--- src/design/csfm_pkg.sv ---
// Purpose: Shared constants and types for the clock and supply fault monitor
// Assumes: 50 MHz system clock, 32-bit classic Wishbone register bus
// Notes: Word offsets are byte addresses of aligned 32-bit registers
package csfm_pkg;
  // Register byte offsets
  localparam logic [7:0] ADDR_WDOG_CTL = 8'h00;
  localparam logic [7:0] ADDR_CMP_CTL = 8'h04;
  localparam logic [7:0] ADDR_CMP_REF = 8'h08;
  localparam logic [7:0] ADDR_CMP_TOL = 8'h0C;
  localparam logic [7:0] ADDR_SUP_CTL = 8'h10;
  localparam logic [7:0] ADDR_STATUS = 8'h14;
  localparam logic [7:0] ADDR_CMP_CNT = 8'h18;
  // Watchdog control field positions
  localparam int WD_FAULTPIN_DIS = 0;
  localparam int WD_LOCK = 1;
  localparam int WD_LOWER_LSB = 2;
  localparam int WD_HARM_EN = 10;
  localparam int WD_CNG_EN = 11;
  localparam int WD_BAD_LSB = 12;
  localparam int WD_BAD_EN = 20;
  localparam int WD_FAULT_EN = 21;
  localparam int WD_CMPMON_DIS = 22;
  localparam logic [31:0] WD_CTL_RESET = 32'h0030_0000;
  // Comparator control
  localparam int CC_EN = 0;
  localparam int CC_AUTO = 1;
  // Supply control
  localparam int SC_EN = 0;
  localparam int SC_UV_LSB = 1;
  localparam int SC_DLY_LSB = 3;
  localparam int SC_TRIP_CMP = 8;
  localparam int SC_TRIP_WD = 9;
  localparam int SC_FPIN_CMP = 10;
  localparam int SC_FPIN_WD = 11;
  localparam int SC_CNG_CMP = 12;
  localparam int SC_SAFE_LVL = 13;
  localparam logic [31:0] SC_CTL_RESET = 32'h0000_0000;
  // Timing
  localparam int CLK_HZ = 50_000_000;
  localparam int AUX_HZ = 1_000_000;
  localparam int AUX_DIV = CLK_HZ / AUX_HZ;
  localparam int REF_DIV = 16;
  localparam int DLY_MIN_US = 1;
  localparam int DLY_MAX_US = 17;
  localparam int CYC_PER_US = CLK_HZ / 1_000_000;
  localparam int PPM_SCALE = 1_000_000;
  // Status bit positions
  localparam int ST_WD_HIGH = 0;
  localparam int ST_WD_LOW = 1;
  localparam int ST_WD_HARM = 2;
  localparam int ST_CMP_FAULT = 3;
  localparam int ST_CMP_DEAD = 4;
  localparam int ST_SUP_FAULT = 5;
  localparam int ST_CMP_BUSY = 6;
  localparam int ST_SUP_IRQ = 7;
  // Synchronised supply comparator events
  typedef struct packed {
    logic int_over;
    logic int_under;
    logic ext_over;
    logic ext_under;
  } csfm_supply_t;
  typedef enum logic [1:0] {CMP_IDLE, CMP_RUN, CMP_DONE} csfm_cmp_state_t;
endpackage : csfm_pkg

--- src/design/csfm_top.sv ---
// Purpose: Clock watchdog, clock comparator and supply monitor with a Wishbone slave
// Assumes: Clocks under test and supply events are asynchronous pins
// Notes: Clocks are sampled, so they must stay below a quarter of clk_i
//////////////////////////////////////////////////////////////////////////////
// What this block does
// - Watchdog flags input clock too fast, too slow, or oscillating on a harmonic.
// - Watchdog counts input clock edges per 1 MHz auxiliary reference window.
// - One watchdog control register holds pin, lock, limits, enables and monitor-disable.
// - Comparator watches the system clock and raises fault and interrupt on errors.
// - Comparator measures against low-frequency oscillator and faults on excess drift.
// - Gross errors on either clock go to the event controller; dead clock faults.
// - Manual mode runs one detection cycle then stops, fault or not.
// - Automatic mode repeats detection cycles until software stops it, even after faults.
// - Any comparator detection raises an interrupt and asserts a fault.
// - Supply monitor reports over and under voltage events; under-voltage select field is stored but unused.
// - Flash power-down follows power events even when the monitor is disabled.
// - Supply fault delay output programmable from 1 to 17 microseconds.
// - A supply fault starts flash shutdown at once.
// - Each valid supply fault raises the supply-monitor interrupt.
// - A triggered supply monitor drives every pin to the one safe level.
// - Pin safe-state logic can also respond to comparator and watchdog faults.
// - Clock-not-good reset can also respond to comparator faults.
// - System fault pin from watchdog and comparator also controllable by supply control.
module csfm_top #(
  parameter int PIN_W = 16,
  parameter int CNT_W = 24
) (
  // Clock and reset
  input wire logic clk_i,
  input wire logic rst_i,
  // Wishbone slave
  input wire logic cyc_i,
  input wire logic stb_i,
  input wire logic we_i,
  input wire logic [7:0] adr_i,
  input wire logic [3:0] sel_i,
  input wire logic [31:0] dat_i,
  output logic [31:0] dat_o,
  output logic ack_o,
  // Monitored clocks and supply comparators
  input wire logic ext_clk_i,
  input wire logic pll_clk_i,
  input wire logic lfo_clk_i,
  input wire logic [3:0] supply_i,
  // Safety outputs
  output logic sys_fault_n_o,
  output logic clk_not_good_o,
  output logic flash_pdn_o,
  output logic fault_delay_o,
  output logic sup_irq_o,
  output logic cmp_irq_o,
  output logic [1:0] sec_event_o,
  output logic [PIN_W-1:0] pin_o,
  output logic [PIN_W-1:0] pin_oe_o,
  // General-purpose pin values in normal operation
  input wire logic [PIN_W-1:0] gpio_val_i,
  input wire logic [PIN_W-1:0] gpio_oe_i
);
  // Elaboration check: counters and register slices assume these ranges
  if (PIN_W < 1 || PIN_W > 32 || CNT_W < 8 || CNT_W > 32) begin : g_bad_param
    $error("csfm_top: unsupported parameter");
  end

  //////////////////////////////////////////////////////////////////////////////
  // Input synchronisers: three stages, change accepted when stages two and three agree
  logic [6:0] s1, s2, s3, filt;
  wire logic [6:0] raw = {supply_i, lfo_clk_i, pll_clk_i, ext_clk_i};
  always_ff @(posedge clk_i) begin
    s1 <= raw;
    s2 <= s1;
    s3 <= s2;
  end
  genvar gi;
  generate
    for (gi = 0; gi < 7; gi++) begin : g_filt
      always_ff @(posedge clk_i) begin
        if (rst_i) begin
          filt[gi] <= 1'b0;
        end else if (s2[gi] == s3[gi]) begin
          filt[gi] <= s3[gi];
        end
      end
    end
  endgenerate
  logic [2:0] filt_d;
  always_ff @(posedge clk_i) begin
    if (rst_i) begin
      filt_d <= 3'h0;
    end else begin
      filt_d <= filt[2:0];
    end
  end
  wire logic ext_rise = filt[0] & ~filt_d[0];
  wire logic pll_rise = filt[1] & ~filt_d[1];
  wire logic lfo_rise = filt[2] & ~filt_d[2];
  csfm_pkg::csfm_supply_t sup;
  assign sup = csfm_pkg::csfm_supply_t'(filt[6:3]);

  //////////////////////////////////////////////////////////////////////////////
  // Registers
  logic [31:0] wd_ctl, cc_ctl, cc_ref, cc_tol, sc_ctl;
  logic [7:0] status;
  logic [CNT_W-1:0] cc_last;
  wire logic bus_req = cyc_i & stb_i & ~ack_o;
  wire logic bus_wr = bus_req & we_i;
  wire logic wr_wd = bus_wr & (adr_i == csfm_pkg::ADDR_WDOG_CTL) & ~wd_ctl[csfm_pkg::WD_LOCK];
  wire logic wr_cc = bus_wr & (adr_i == csfm_pkg::ADDR_CMP_CTL);
  wire logic wr_ref = bus_wr & (adr_i == csfm_pkg::ADDR_CMP_REF);
  wire logic wr_tol = bus_wr & (adr_i == csfm_pkg::ADDR_CMP_TOL);
  wire logic wr_sc = bus_wr & (adr_i == csfm_pkg::ADDR_SUP_CTL);
  wire logic wr_st = bus_wr & (adr_i == csfm_pkg::ADDR_STATUS);
  wire logic [31:0] bmask = {{8{sel_i[3]}}, {8{sel_i[2]}}, {8{sel_i[1]}}, {8{sel_i[0]}}};

  function automatic logic [31:0] merge(input logic [31:0] old, input logic [31:0] nw,
                                        input logic [31:0] m);
    merge = (old & ~m) | (nw & m);
  endfunction : merge

  // Ack one cycle after the request; unmapped reads return zero
  always_ff @(posedge clk_i) begin
    if (rst_i) begin
      ack_o <= 1'b0;
      dat_o <= 32'h0000_0000;
    end else begin
      ack_o <= bus_req;
      case (adr_i)
        csfm_pkg::ADDR_WDOG_CTL: dat_o <= wd_ctl;
        csfm_pkg::ADDR_CMP_CTL: dat_o <= cc_ctl;
        csfm_pkg::ADDR_CMP_REF: dat_o <= cc_ref;
        csfm_pkg::ADDR_CMP_TOL: dat_o <= cc_tol;
        csfm_pkg::ADDR_SUP_CTL: dat_o <= sc_ctl;
        csfm_pkg::ADDR_STATUS: dat_o <= {24'h00_0000, status};
        csfm_pkg::ADDR_CMP_CNT: dat_o <= 32'(cc_last);
        default: dat_o <= 32'h0000_0000;
      endcase
    end
  end

  // Lock bit freezes the watchdog control word until reset
  always_ff @(posedge clk_i) begin
    if (rst_i) begin
      wd_ctl <= csfm_pkg::WD_CTL_RESET;
      cc_ref <= 32'h0000_0000;
      cc_tol <= 32'h0000_0000;
      sc_ctl <= csfm_pkg::SC_CTL_RESET;
    end else begin
      if (wr_wd) wd_ctl <= merge(wd_ctl, dat_i, bmask);
      if (wr_ref) cc_ref <= merge(cc_ref, dat_i, bmask);
      if (wr_tol) cc_tol <= merge(cc_tol, dat_i, bmask);
      if (wr_sc) sc_ctl <= merge(sc_ctl, dat_i, bmask);
    end
  end

  //////////////////////////////////////////////////////////////////////////////
  // Oscillator watchdog: edges per 1 us auxiliary window
  logic [5:0] aux_cnt;
  logic [7:0] wd_edges, wd_prev;
  wire logic aux_tick = (aux_cnt == 6'(csfm_pkg::AUX_DIV - 1));
  always_ff @(posedge clk_i) begin
    if (rst_i) begin
      aux_cnt <= 6'h00;
      wd_edges <= 8'h00;
      wd_prev <= 8'h00;
    end else begin
      aux_cnt <= aux_tick ? 6'h00 : aux_cnt + 6'h01;
      if (aux_tick) begin
        wd_edges <= {7'h00, ext_rise};
        wd_prev <= wd_edges;
      end else if (ext_rise && wd_edges != 8'hFF) begin
        wd_edges <= wd_edges + 8'h01;
      end
    end
  end
  wire logic [7:0] wd_low_lim = wd_ctl[csfm_pkg::WD_LOWER_LSB +: 8];
  wire logic [7:0] wd_bad_lim = wd_ctl[csfm_pkg::WD_BAD_LSB +: 8];
  // Harmonic: window count jumps to at least twice the previous one, less one
  wire logic wd_harm_hit = aux_tick & wd_ctl[csfm_pkg::WD_HARM_EN] & (wd_prev != 8'h00)
                         & (wd_edges >= {wd_prev[6:0], 1'b0} - 8'h01);
  wire logic wd_high_hit = aux_tick & wd_ctl[csfm_pkg::WD_BAD_EN] & (wd_edges > wd_bad_lim);
  wire logic wd_low_hit = aux_tick & (wd_edges < wd_low_lim);

  //////////////////////////////////////////////////////////////////////////////
  // Clock comparator: window of cc_ref*16 oscillator edges, count system clock edges
  csfm_pkg::csfm_cmp_state_t cc_state, next_cc_state;
  logic [CNT_W+3:0] lfo_cnt; // Spans the whole ref*16 window
  logic [CNT_W-1:0] pll_cnt, gross_cnt;
  wire logic [CNT_W+3:0] win_len = {cc_ref[CNT_W-1:0], 4'h0};
  wire logic [CNT_W-1:0] exp_cnt = cc_ref[CNT_W-1:0];
  // Tolerance sum in ppm, lower 16 bits system clock, upper 16 bits oscillator
  wire logic [16:0] tol_ppm = {1'b0, cc_tol[15:0]} + {1'b0, cc_tol[31:16]};
  wire logic [CNT_W+16:0] tol_prod = exp_cnt * tol_ppm;
  wire logic [CNT_W-1:0] tol_cnt = CNT_W'(tol_prod / csfm_pkg::PPM_SCALE) + CNT_W'(1);
  wire logic [CNT_W-1:0] lim_hi = exp_cnt + tol_cnt;
  wire logic [CNT_W-1:0] lim_lo = (exp_cnt > tol_cnt) ? exp_cnt - tol_cnt : '0;
  wire logic win_end = (cc_state == csfm_pkg::CMP_RUN) & lfo_rise
                     & (lfo_cnt == win_len - (CNT_W+4)'(1));
  // Expected system edges per oscillator edge at most 16x over count; flag dead oscillator
  wire logic gross_hit = (cc_state == csfm_pkg::CMP_RUN) & (gross_cnt == '1);
  wire logic drift_hit = win_end & ((pll_cnt > lim_hi) | (pll_cnt < lim_lo));
  wire logic dead_hit = win_end & (pll_cnt == '0);
  wire logic cycle_end = win_end | gross_hit;
  wire logic cc_go = wr_cc & dat_i[csfm_pkg::CC_EN] & ~wd_ctl[csfm_pkg::WD_CMPMON_DIS];

  // Manual stops after one cycle; automatic loops until software clears enable
  always_comb begin
    next_cc_state = cc_state;
    case (cc_state)
      csfm_pkg::CMP_IDLE: if (cc_go) next_cc_state = csfm_pkg::CMP_RUN;
      csfm_pkg::CMP_RUN: begin
        if (!cc_ctl[csfm_pkg::CC_EN]) next_cc_state = csfm_pkg::CMP_IDLE;
        else if (cycle_end && !cc_ctl[csfm_pkg::CC_AUTO]) next_cc_state = csfm_pkg::CMP_DONE;
        else next_cc_state = csfm_pkg::CMP_RUN;
      end
      csfm_pkg::CMP_DONE: next_cc_state = csfm_pkg::CMP_IDLE;
      default: next_cc_state = csfm_pkg::CMP_IDLE;
    endcase
  end

  always_ff @(posedge clk_i) begin
    if (rst_i) begin
      cc_state <= csfm_pkg::CMP_IDLE;
      cc_ctl <= 32'h0000_0000;
      lfo_cnt <= '0;
      pll_cnt <= '0;
      gross_cnt <= '0;
      cc_last <= '0;
    end else begin
      cc_state <= next_cc_state;
      if (wr_cc) cc_ctl <= merge(cc_ctl, dat_i, bmask);
      else if (next_cc_state == csfm_pkg::CMP_DONE) cc_ctl[csfm_pkg::CC_EN] <= 1'b0;
      if (cc_state != csfm_pkg::CMP_RUN || cycle_end) begin
        lfo_cnt <= '0;
        pll_cnt <= '0;
        gross_cnt <= '0;
      end else begin
        if (lfo_rise) lfo_cnt <= lfo_cnt + (CNT_W+4)'(1);
        if (pll_rise) pll_cnt <= pll_cnt + CNT_W'(1);
        gross_cnt <= lfo_rise ? '0 : gross_cnt + CNT_W'(1);
      end
      if (win_end) cc_last <= pll_cnt;
    end
  end
  wire logic cc_fault = drift_hit | dead_hit | gross_hit;

  //////////////////////////////////////////////////////////////////////////////
  // Supply monitor: under-voltage select field is held in sc_ctl but not used
  wire logic sc_en = sc_ctl[csfm_pkg::SC_EN];
  wire logic [1:0] uv_sel = sc_ctl[csfm_pkg::SC_UV_LSB +: 2];
  wire logic power_event = sup.int_over | sup.int_under | sup.ext_over | sup.ext_under;
  wire logic sup_hit = sc_en & power_event;
  wire logic [4:0] dly_us = sc_ctl[csfm_pkg::SC_DLY_LSB +: 5];
  // Clamp requested delay into 1..17 us
  wire logic [4:0] dly_clamp = (dly_us < 5'(csfm_pkg::DLY_MIN_US)) ? 5'(csfm_pkg::DLY_MIN_US) :
                               (dly_us > 5'(csfm_pkg::DLY_MAX_US)) ? 5'(csfm_pkg::DLY_MAX_US) :
                               dly_us;
  wire logic [10:0] dly_cyc = 11'(dly_clamp * csfm_pkg::CYC_PER_US);
  logic [10:0] dly_cnt;

  //////////////////////////////////////////////////////////////////////////////
  // Sticky status except the live busy bit; hardware set wins over a software write-one-to-clear
  logic [7:0] st_set;
  assign st_set[csfm_pkg::ST_WD_HIGH] = wd_high_hit | wd_harm_hit;
  assign st_set[csfm_pkg::ST_WD_LOW] = wd_low_hit;
  assign st_set[csfm_pkg::ST_WD_HARM] = wd_harm_hit;
  assign st_set[csfm_pkg::ST_CMP_FAULT] = cc_fault;
  assign st_set[csfm_pkg::ST_CMP_DEAD] = dead_hit | gross_hit;
  assign st_set[csfm_pkg::ST_SUP_FAULT] = sup_hit;
  assign st_set[csfm_pkg::ST_CMP_BUSY] = 1'b0;
  assign st_set[csfm_pkg::ST_SUP_IRQ] = sup_hit;
  wire logic [7:0] st_clr = wr_st & sel_i[0] ? dat_i[7:0] : 8'h00;
  always_ff @(posedge clk_i) begin
    if (rst_i) begin
      status <= 8'h00;
      dly_cnt <= 11'h000;
      fault_delay_o <= 1'b0;
    end else begin
      status <= (status & ~st_clr) | st_set;
      status[csfm_pkg::ST_CMP_BUSY] <= (next_cc_state == csfm_pkg::CMP_RUN);
      if (!status[csfm_pkg::ST_SUP_FAULT]) begin
        dly_cnt <= 11'h000;
        fault_delay_o <= 1'b0;
      end else if (dly_cnt < dly_cyc) begin
        dly_cnt <= dly_cnt + 11'h001;
      end else begin
        fault_delay_o <= 1'b1;
      end
    end
  end

  //////////////////////////////////////////////////////////////////////////////
  // Fault routing
  wire logic wd_fault = |status[2:0];
  wire logic cmp_fault = |status[4:3];
  wire logic wd_fault_pin = wd_fault & wd_ctl[csfm_pkg::WD_FAULT_EN]
                          & ~wd_ctl[csfm_pkg::WD_FAULTPIN_DIS];
  wire logic cng = wd_ctl[csfm_pkg::WD_CNG_EN]
                 & (wd_fault | (cmp_fault & sc_ctl[csfm_pkg::SC_CNG_CMP]));
  wire logic safe_trip = status[csfm_pkg::ST_SUP_FAULT]
                       | (cmp_fault & sc_ctl[csfm_pkg::SC_TRIP_CMP])
                       | (wd_fault & sc_ctl[csfm_pkg::SC_TRIP_WD]);
  wire logic fault_pin = wd_fault_pin | cmp_fault
                       | (wd_fault & sc_ctl[csfm_pkg::SC_FPIN_WD])
                       | (cmp_fault & sc_ctl[csfm_pkg::SC_FPIN_CMP])
                       | status[csfm_pkg::ST_SUP_FAULT];
  // Flash power-down ignores enable so a dying supply still protects flash
  wire logic flash_req = power_event | status[csfm_pkg::ST_SUP_FAULT];
  wire logic [PIN_W-1:0] safe_val = {PIN_W{sc_ctl[csfm_pkg::SC_SAFE_LVL]}};

  always_ff @(posedge clk_i) begin
    if (rst_i) begin
      sys_fault_n_o <= 1'b1;
      clk_not_good_o <= 1'b0;
      flash_pdn_o <= 1'b0;
      sup_irq_o <= 1'b0;
      cmp_irq_o <= 1'b0;
      sec_event_o <= 2'h0;
      pin_o <= '0;
      pin_oe_o <= '0;
    end else begin
      sys_fault_n_o <= ~fault_pin;
      clk_not_good_o <= cng;
      flash_pdn_o <= flash_req;
      sup_irq_o <= status[csfm_pkg::ST_SUP_IRQ];
      cmp_irq_o <= cmp_fault;
      sec_event_o <= {gross_hit, cc_fault};
      pin_o <= safe_trip ? safe_val : gpio_val_i;
      pin_oe_o <= safe_trip ? {PIN_W{1'b1}} : gpio_oe_i;
    end
  end
  wire logic unused = ^{uv_sel, cc_ctl[31:2]};
endmodule : csfm_top

--- config.mk ---
export PLATFORM = sky130hd
export DESIGN_NAME = csfm_top
export DESIGN_NICKNAME = d
export VERILOG_FILES = /design/src/design/csfm_pkg.sv /design/src/design/csfm_top.sv
export SDC_FILE = /design/constraint.sdc
export NUM_CORES = 2
export LEC_CHECK = 0
export BUFFER_PORTS_ARGS = -buffer_cell sky130_fd_sc_hd__clkbuf_2
export CAP_MARGIN = 30
export CELL_PAD_IN_SITES_DETAIL_PLACEMENT = 0
export CELL_PAD_IN_SITES_GLOBAL_PLACEMENT = 1
export CORE_UTILIZATION = 30
export DETAILED_ROUTE_END_ITERATION = 16
export PLACE_DENSITY = 0.56
export SKIP_LAST_GASP = 1
export SYNTH_ARGS = -nofsm -noshare
export SYNTH_HDL_FRONTEND = slang
export SYNTH_SLANG_ARGS = --single-unit
--- constraint.sdc ---
create_clock -name clk_i -period 48.6 [get_ports clk_i]
set_input_delay 9.72 -clock clk_i [delete_from_list [all_inputs] [get_ports clk_i]]
set_output_delay 9.72 -clock clk_i [all_outputs]
set_load 0.05 [all_outputs]
==> out/results.ini <==
[status]
status = complete, no violations

[detailed_routing]
avgViaCountPerCell = 5.249
wl_per_cell_um = 20.44
drc = 0
detail_route.iter0.violations = 2870
vias = 42200
antenna_left = 0
wl_mm = 164.3
drt_first_pass_iters = 5

[grt]
grt_pass1_vias = 42230
grt_max_degree = 192
antenna_found_initial = 1
track_usage_pct = 20.47
grt_overflow_total = 0
grt_pass1_wl_mm = 256.1

[worst_setup_path]
crit_path_frequent_cell = a21oi_1
critPathBufInv = 13
slowest_stage = xnor2_1
r2r_slack_ns = 3.73
cp_top_family = compound AO/OA/AOI/OAI gates
reg2reg_to = status[3]$_SDFF_PP0_
cp_slowest_stage_delay_ns = 0.73
reg2reg_depth = 166
cp-start-kind = flop
end_kind = flop
critical_path_class = flop to flop
crit_fanout = 26
arrival_ns = 45.39
crit_required_ns = 49.12
crit_cells = 166

[logic_synthesis]
synth_most_common_cell = nand2_1
synth_area_um2 = 47160
synthTopCellsByArea = dfxtp_1 17%, fa_1 14%, ha_1 7.5%
ys_types = 151
synthesis.nets = 6633
synth_cells = 5929
postSynthAreaPerCell_um2 = 7.953
yosysSeqAreaShare_pct = 17.28
synth_ff_type = dfxtp_1
yosysWarnings = 0
synth_commonest_cells = 755 x nand2_1, 557 x nor2_1, 495 x inv_1
synthArstFlopShare_pct = 0
yosys.area.top_type = dfxtp_1
synth_top_area_share_pct = 17.28
synth_edf_count = 0
synth_seq_cells = 407

[hold_path]
min_path_cells = 0
whs_endpoint = s2[0]$_DFF_P_
min_path_type = flop to flop
holdCritStartpoint = s1[0]$_DFF_P_

[power]
power.density_nw_per_um2 = 13.77
p_total_w = 0.0007143
ir_worst_vdd_mv = 0.02161
leakagePower_nw = 21.34

[place]
place_congestion = 0.8707
place_hpwl_mm = 129.2
portBuffers = 160

[clock_tree]
path_clk_slew_ns = 0.06
clock_path_buffers = 3
cts_buffers = 43
insertion_delay_ns = 0.58
cts_tree = yes
cts_max_level = 2
clock_sinks = 407
clockRootBuffer = clkbuf_16

[floorplanning]
core.rowCount = 145
ioPinCount = 161
die_area_um2 = 158800
die_h_um = 398.5
core_um2 = 156200
initial_utilization_pct = 30.19
die_w_um = 398.5

[sta]
layout_min_cycle_time_ns = 44.87
slew_headroom_pct = 30.94
rsz0062_at_grt = false
tns_ns = 0
fmax_mhz = 22.29
final_hold_viol_count = 0
skew_ns = 0.03322
worst_pin_slew_ns = 1.032
fin_crit_sh_pct = 92.33
slew_violations = 0
setup_viol = 0

[final_layout]
drive_above_1_share_pct = 8.928
n_antenna_cell = 0
nNetsFinal = 6658
fillers = 16630
area.growth.synth_to_final_pct = 9.971

[run]
max-cap-violations = 0

## cells in the final DEF, fill, tap and decap left out, drive strengths merged, types with 17 or more instances in the layout
master,netlist,layout
o21ai,224,224
a221oi,29,29
a22oi,88,88
nand2,757,757
xor2,170,170
o211ai,36,36
nor4,46,46
a21o,59,59
and3,53,53
dfxtp,407,407
a2111oi,20,20
and2,183,183
nor3b,20,20
clkbuf,201,218
nand4,57,57
mux2,25,25
nor2,562,562
or4,17,17
xnor2,252,252
nand2b,71,71
a211oi,37,37
nand3,150,150
a21boi,33,33
o21bai,36,36
nor2b,46,46
a21oi,360,360
o21a,37,37
o2111ai,21,21
buf,74,95
or3,46,46
o31ai,24,24
or2,33,33
mux2i,181,181
fa,333,333
ha,283,283
inv,498,500
a31oi,65,65
nor3,107,107
## layout make-up
| type | count | area [µm²] | area share (%) |
|---|---|---|---|
| multi-input combinational | 4746 | 36160 | 69.72 |
| sequential | 407 | 8148 | 15.71 |
| tap | 2058 | 2575 | 4.966 |
| inverter | 500 | 1877 | 3.619 |
| timing repair buffer | 256 | 1657 | 3.195 |
| clock buffer | 57 | 1199 | 2.311 |
| clock inverter | 15 | 246.5 | 0.4753 |
## logic make-up (layout without fill, tap and decap cells)
family	Yosys count	count (layout)	share of synthesized area, %
mux	207	207	4.529
compound gates	1282	1282	19.18
flops	407	407	17.28
buf+inv	776	828	6.718
fa+ha+maj	627	627	21.88
simple gates	2206	2206	22.45
other cells	2	2	0.01593
xor+xnor	422	422	7.949
## per-stage QoR
step / hold WS, ns / setup slack, ns / area (µm²) / util, % / instances
2_1_floorplan: 0.3096 / 12.42 / 47160 / - / 5929
3_3_place_gp: 0.3157 / 1.925 / 50060 / 32.05 / 7949
3_5_place_dp: 0.3121 / 2.029 / 50250 / 32.17 / 7961
4_1_cts: 0.3317 / 1.876 / 51690 / 33.09 / 8033
5_1_grt: 0.3385 / 0.05743 / 51860 / 33.20 / 8039
6_report: 0.3303 / 3.727 / 51860 / 33.20 / 8039
## where the power goes
part | internal [W] | switching, W | leakage, nW | total (W)
registers | 0.000337 | 0.00000142 | 3.30 | 0.000338
logic | 0.00000692 | 0.0000196 | 17.3 | 0.0000266
clock network | 0.000205 | 0.000144 | 0.695 | 0.000350
## worst max path at each step
stage | start | endpoint | slack, ns
CTS | flop | status[3]$_SDFF_PP0_ | 1.88
global route | flop | status[3]$_SDFF_PP0_ | 0.06
detailed placement | flop | status[3]$_SDFF_PP0_ | 2.03
finish | flop | status[3]$_SDFF_PP0_ | 3.73
floorplan | flop | status[3]$_SDFF_PP0_ | 12.42
global placement | flop | status[3]$_SDFF_PP0_ | 1.93
## per-layer routing
layer	global-route usage, %	wire [µm]
met4	2.935	2098
met3	1.559	5679
met1	28.82	79140
met5	0	0
met2	34.62	77400
## repair_timing
action / in CTS / in global routing
hold buffers: 0 / 0
endpoints found under the setup margin: 0 / 2
buffers inserted: 0 / 2
gates resized for setup: 0 / 20
Note: power is estimated with default switching activity, not from simulation.
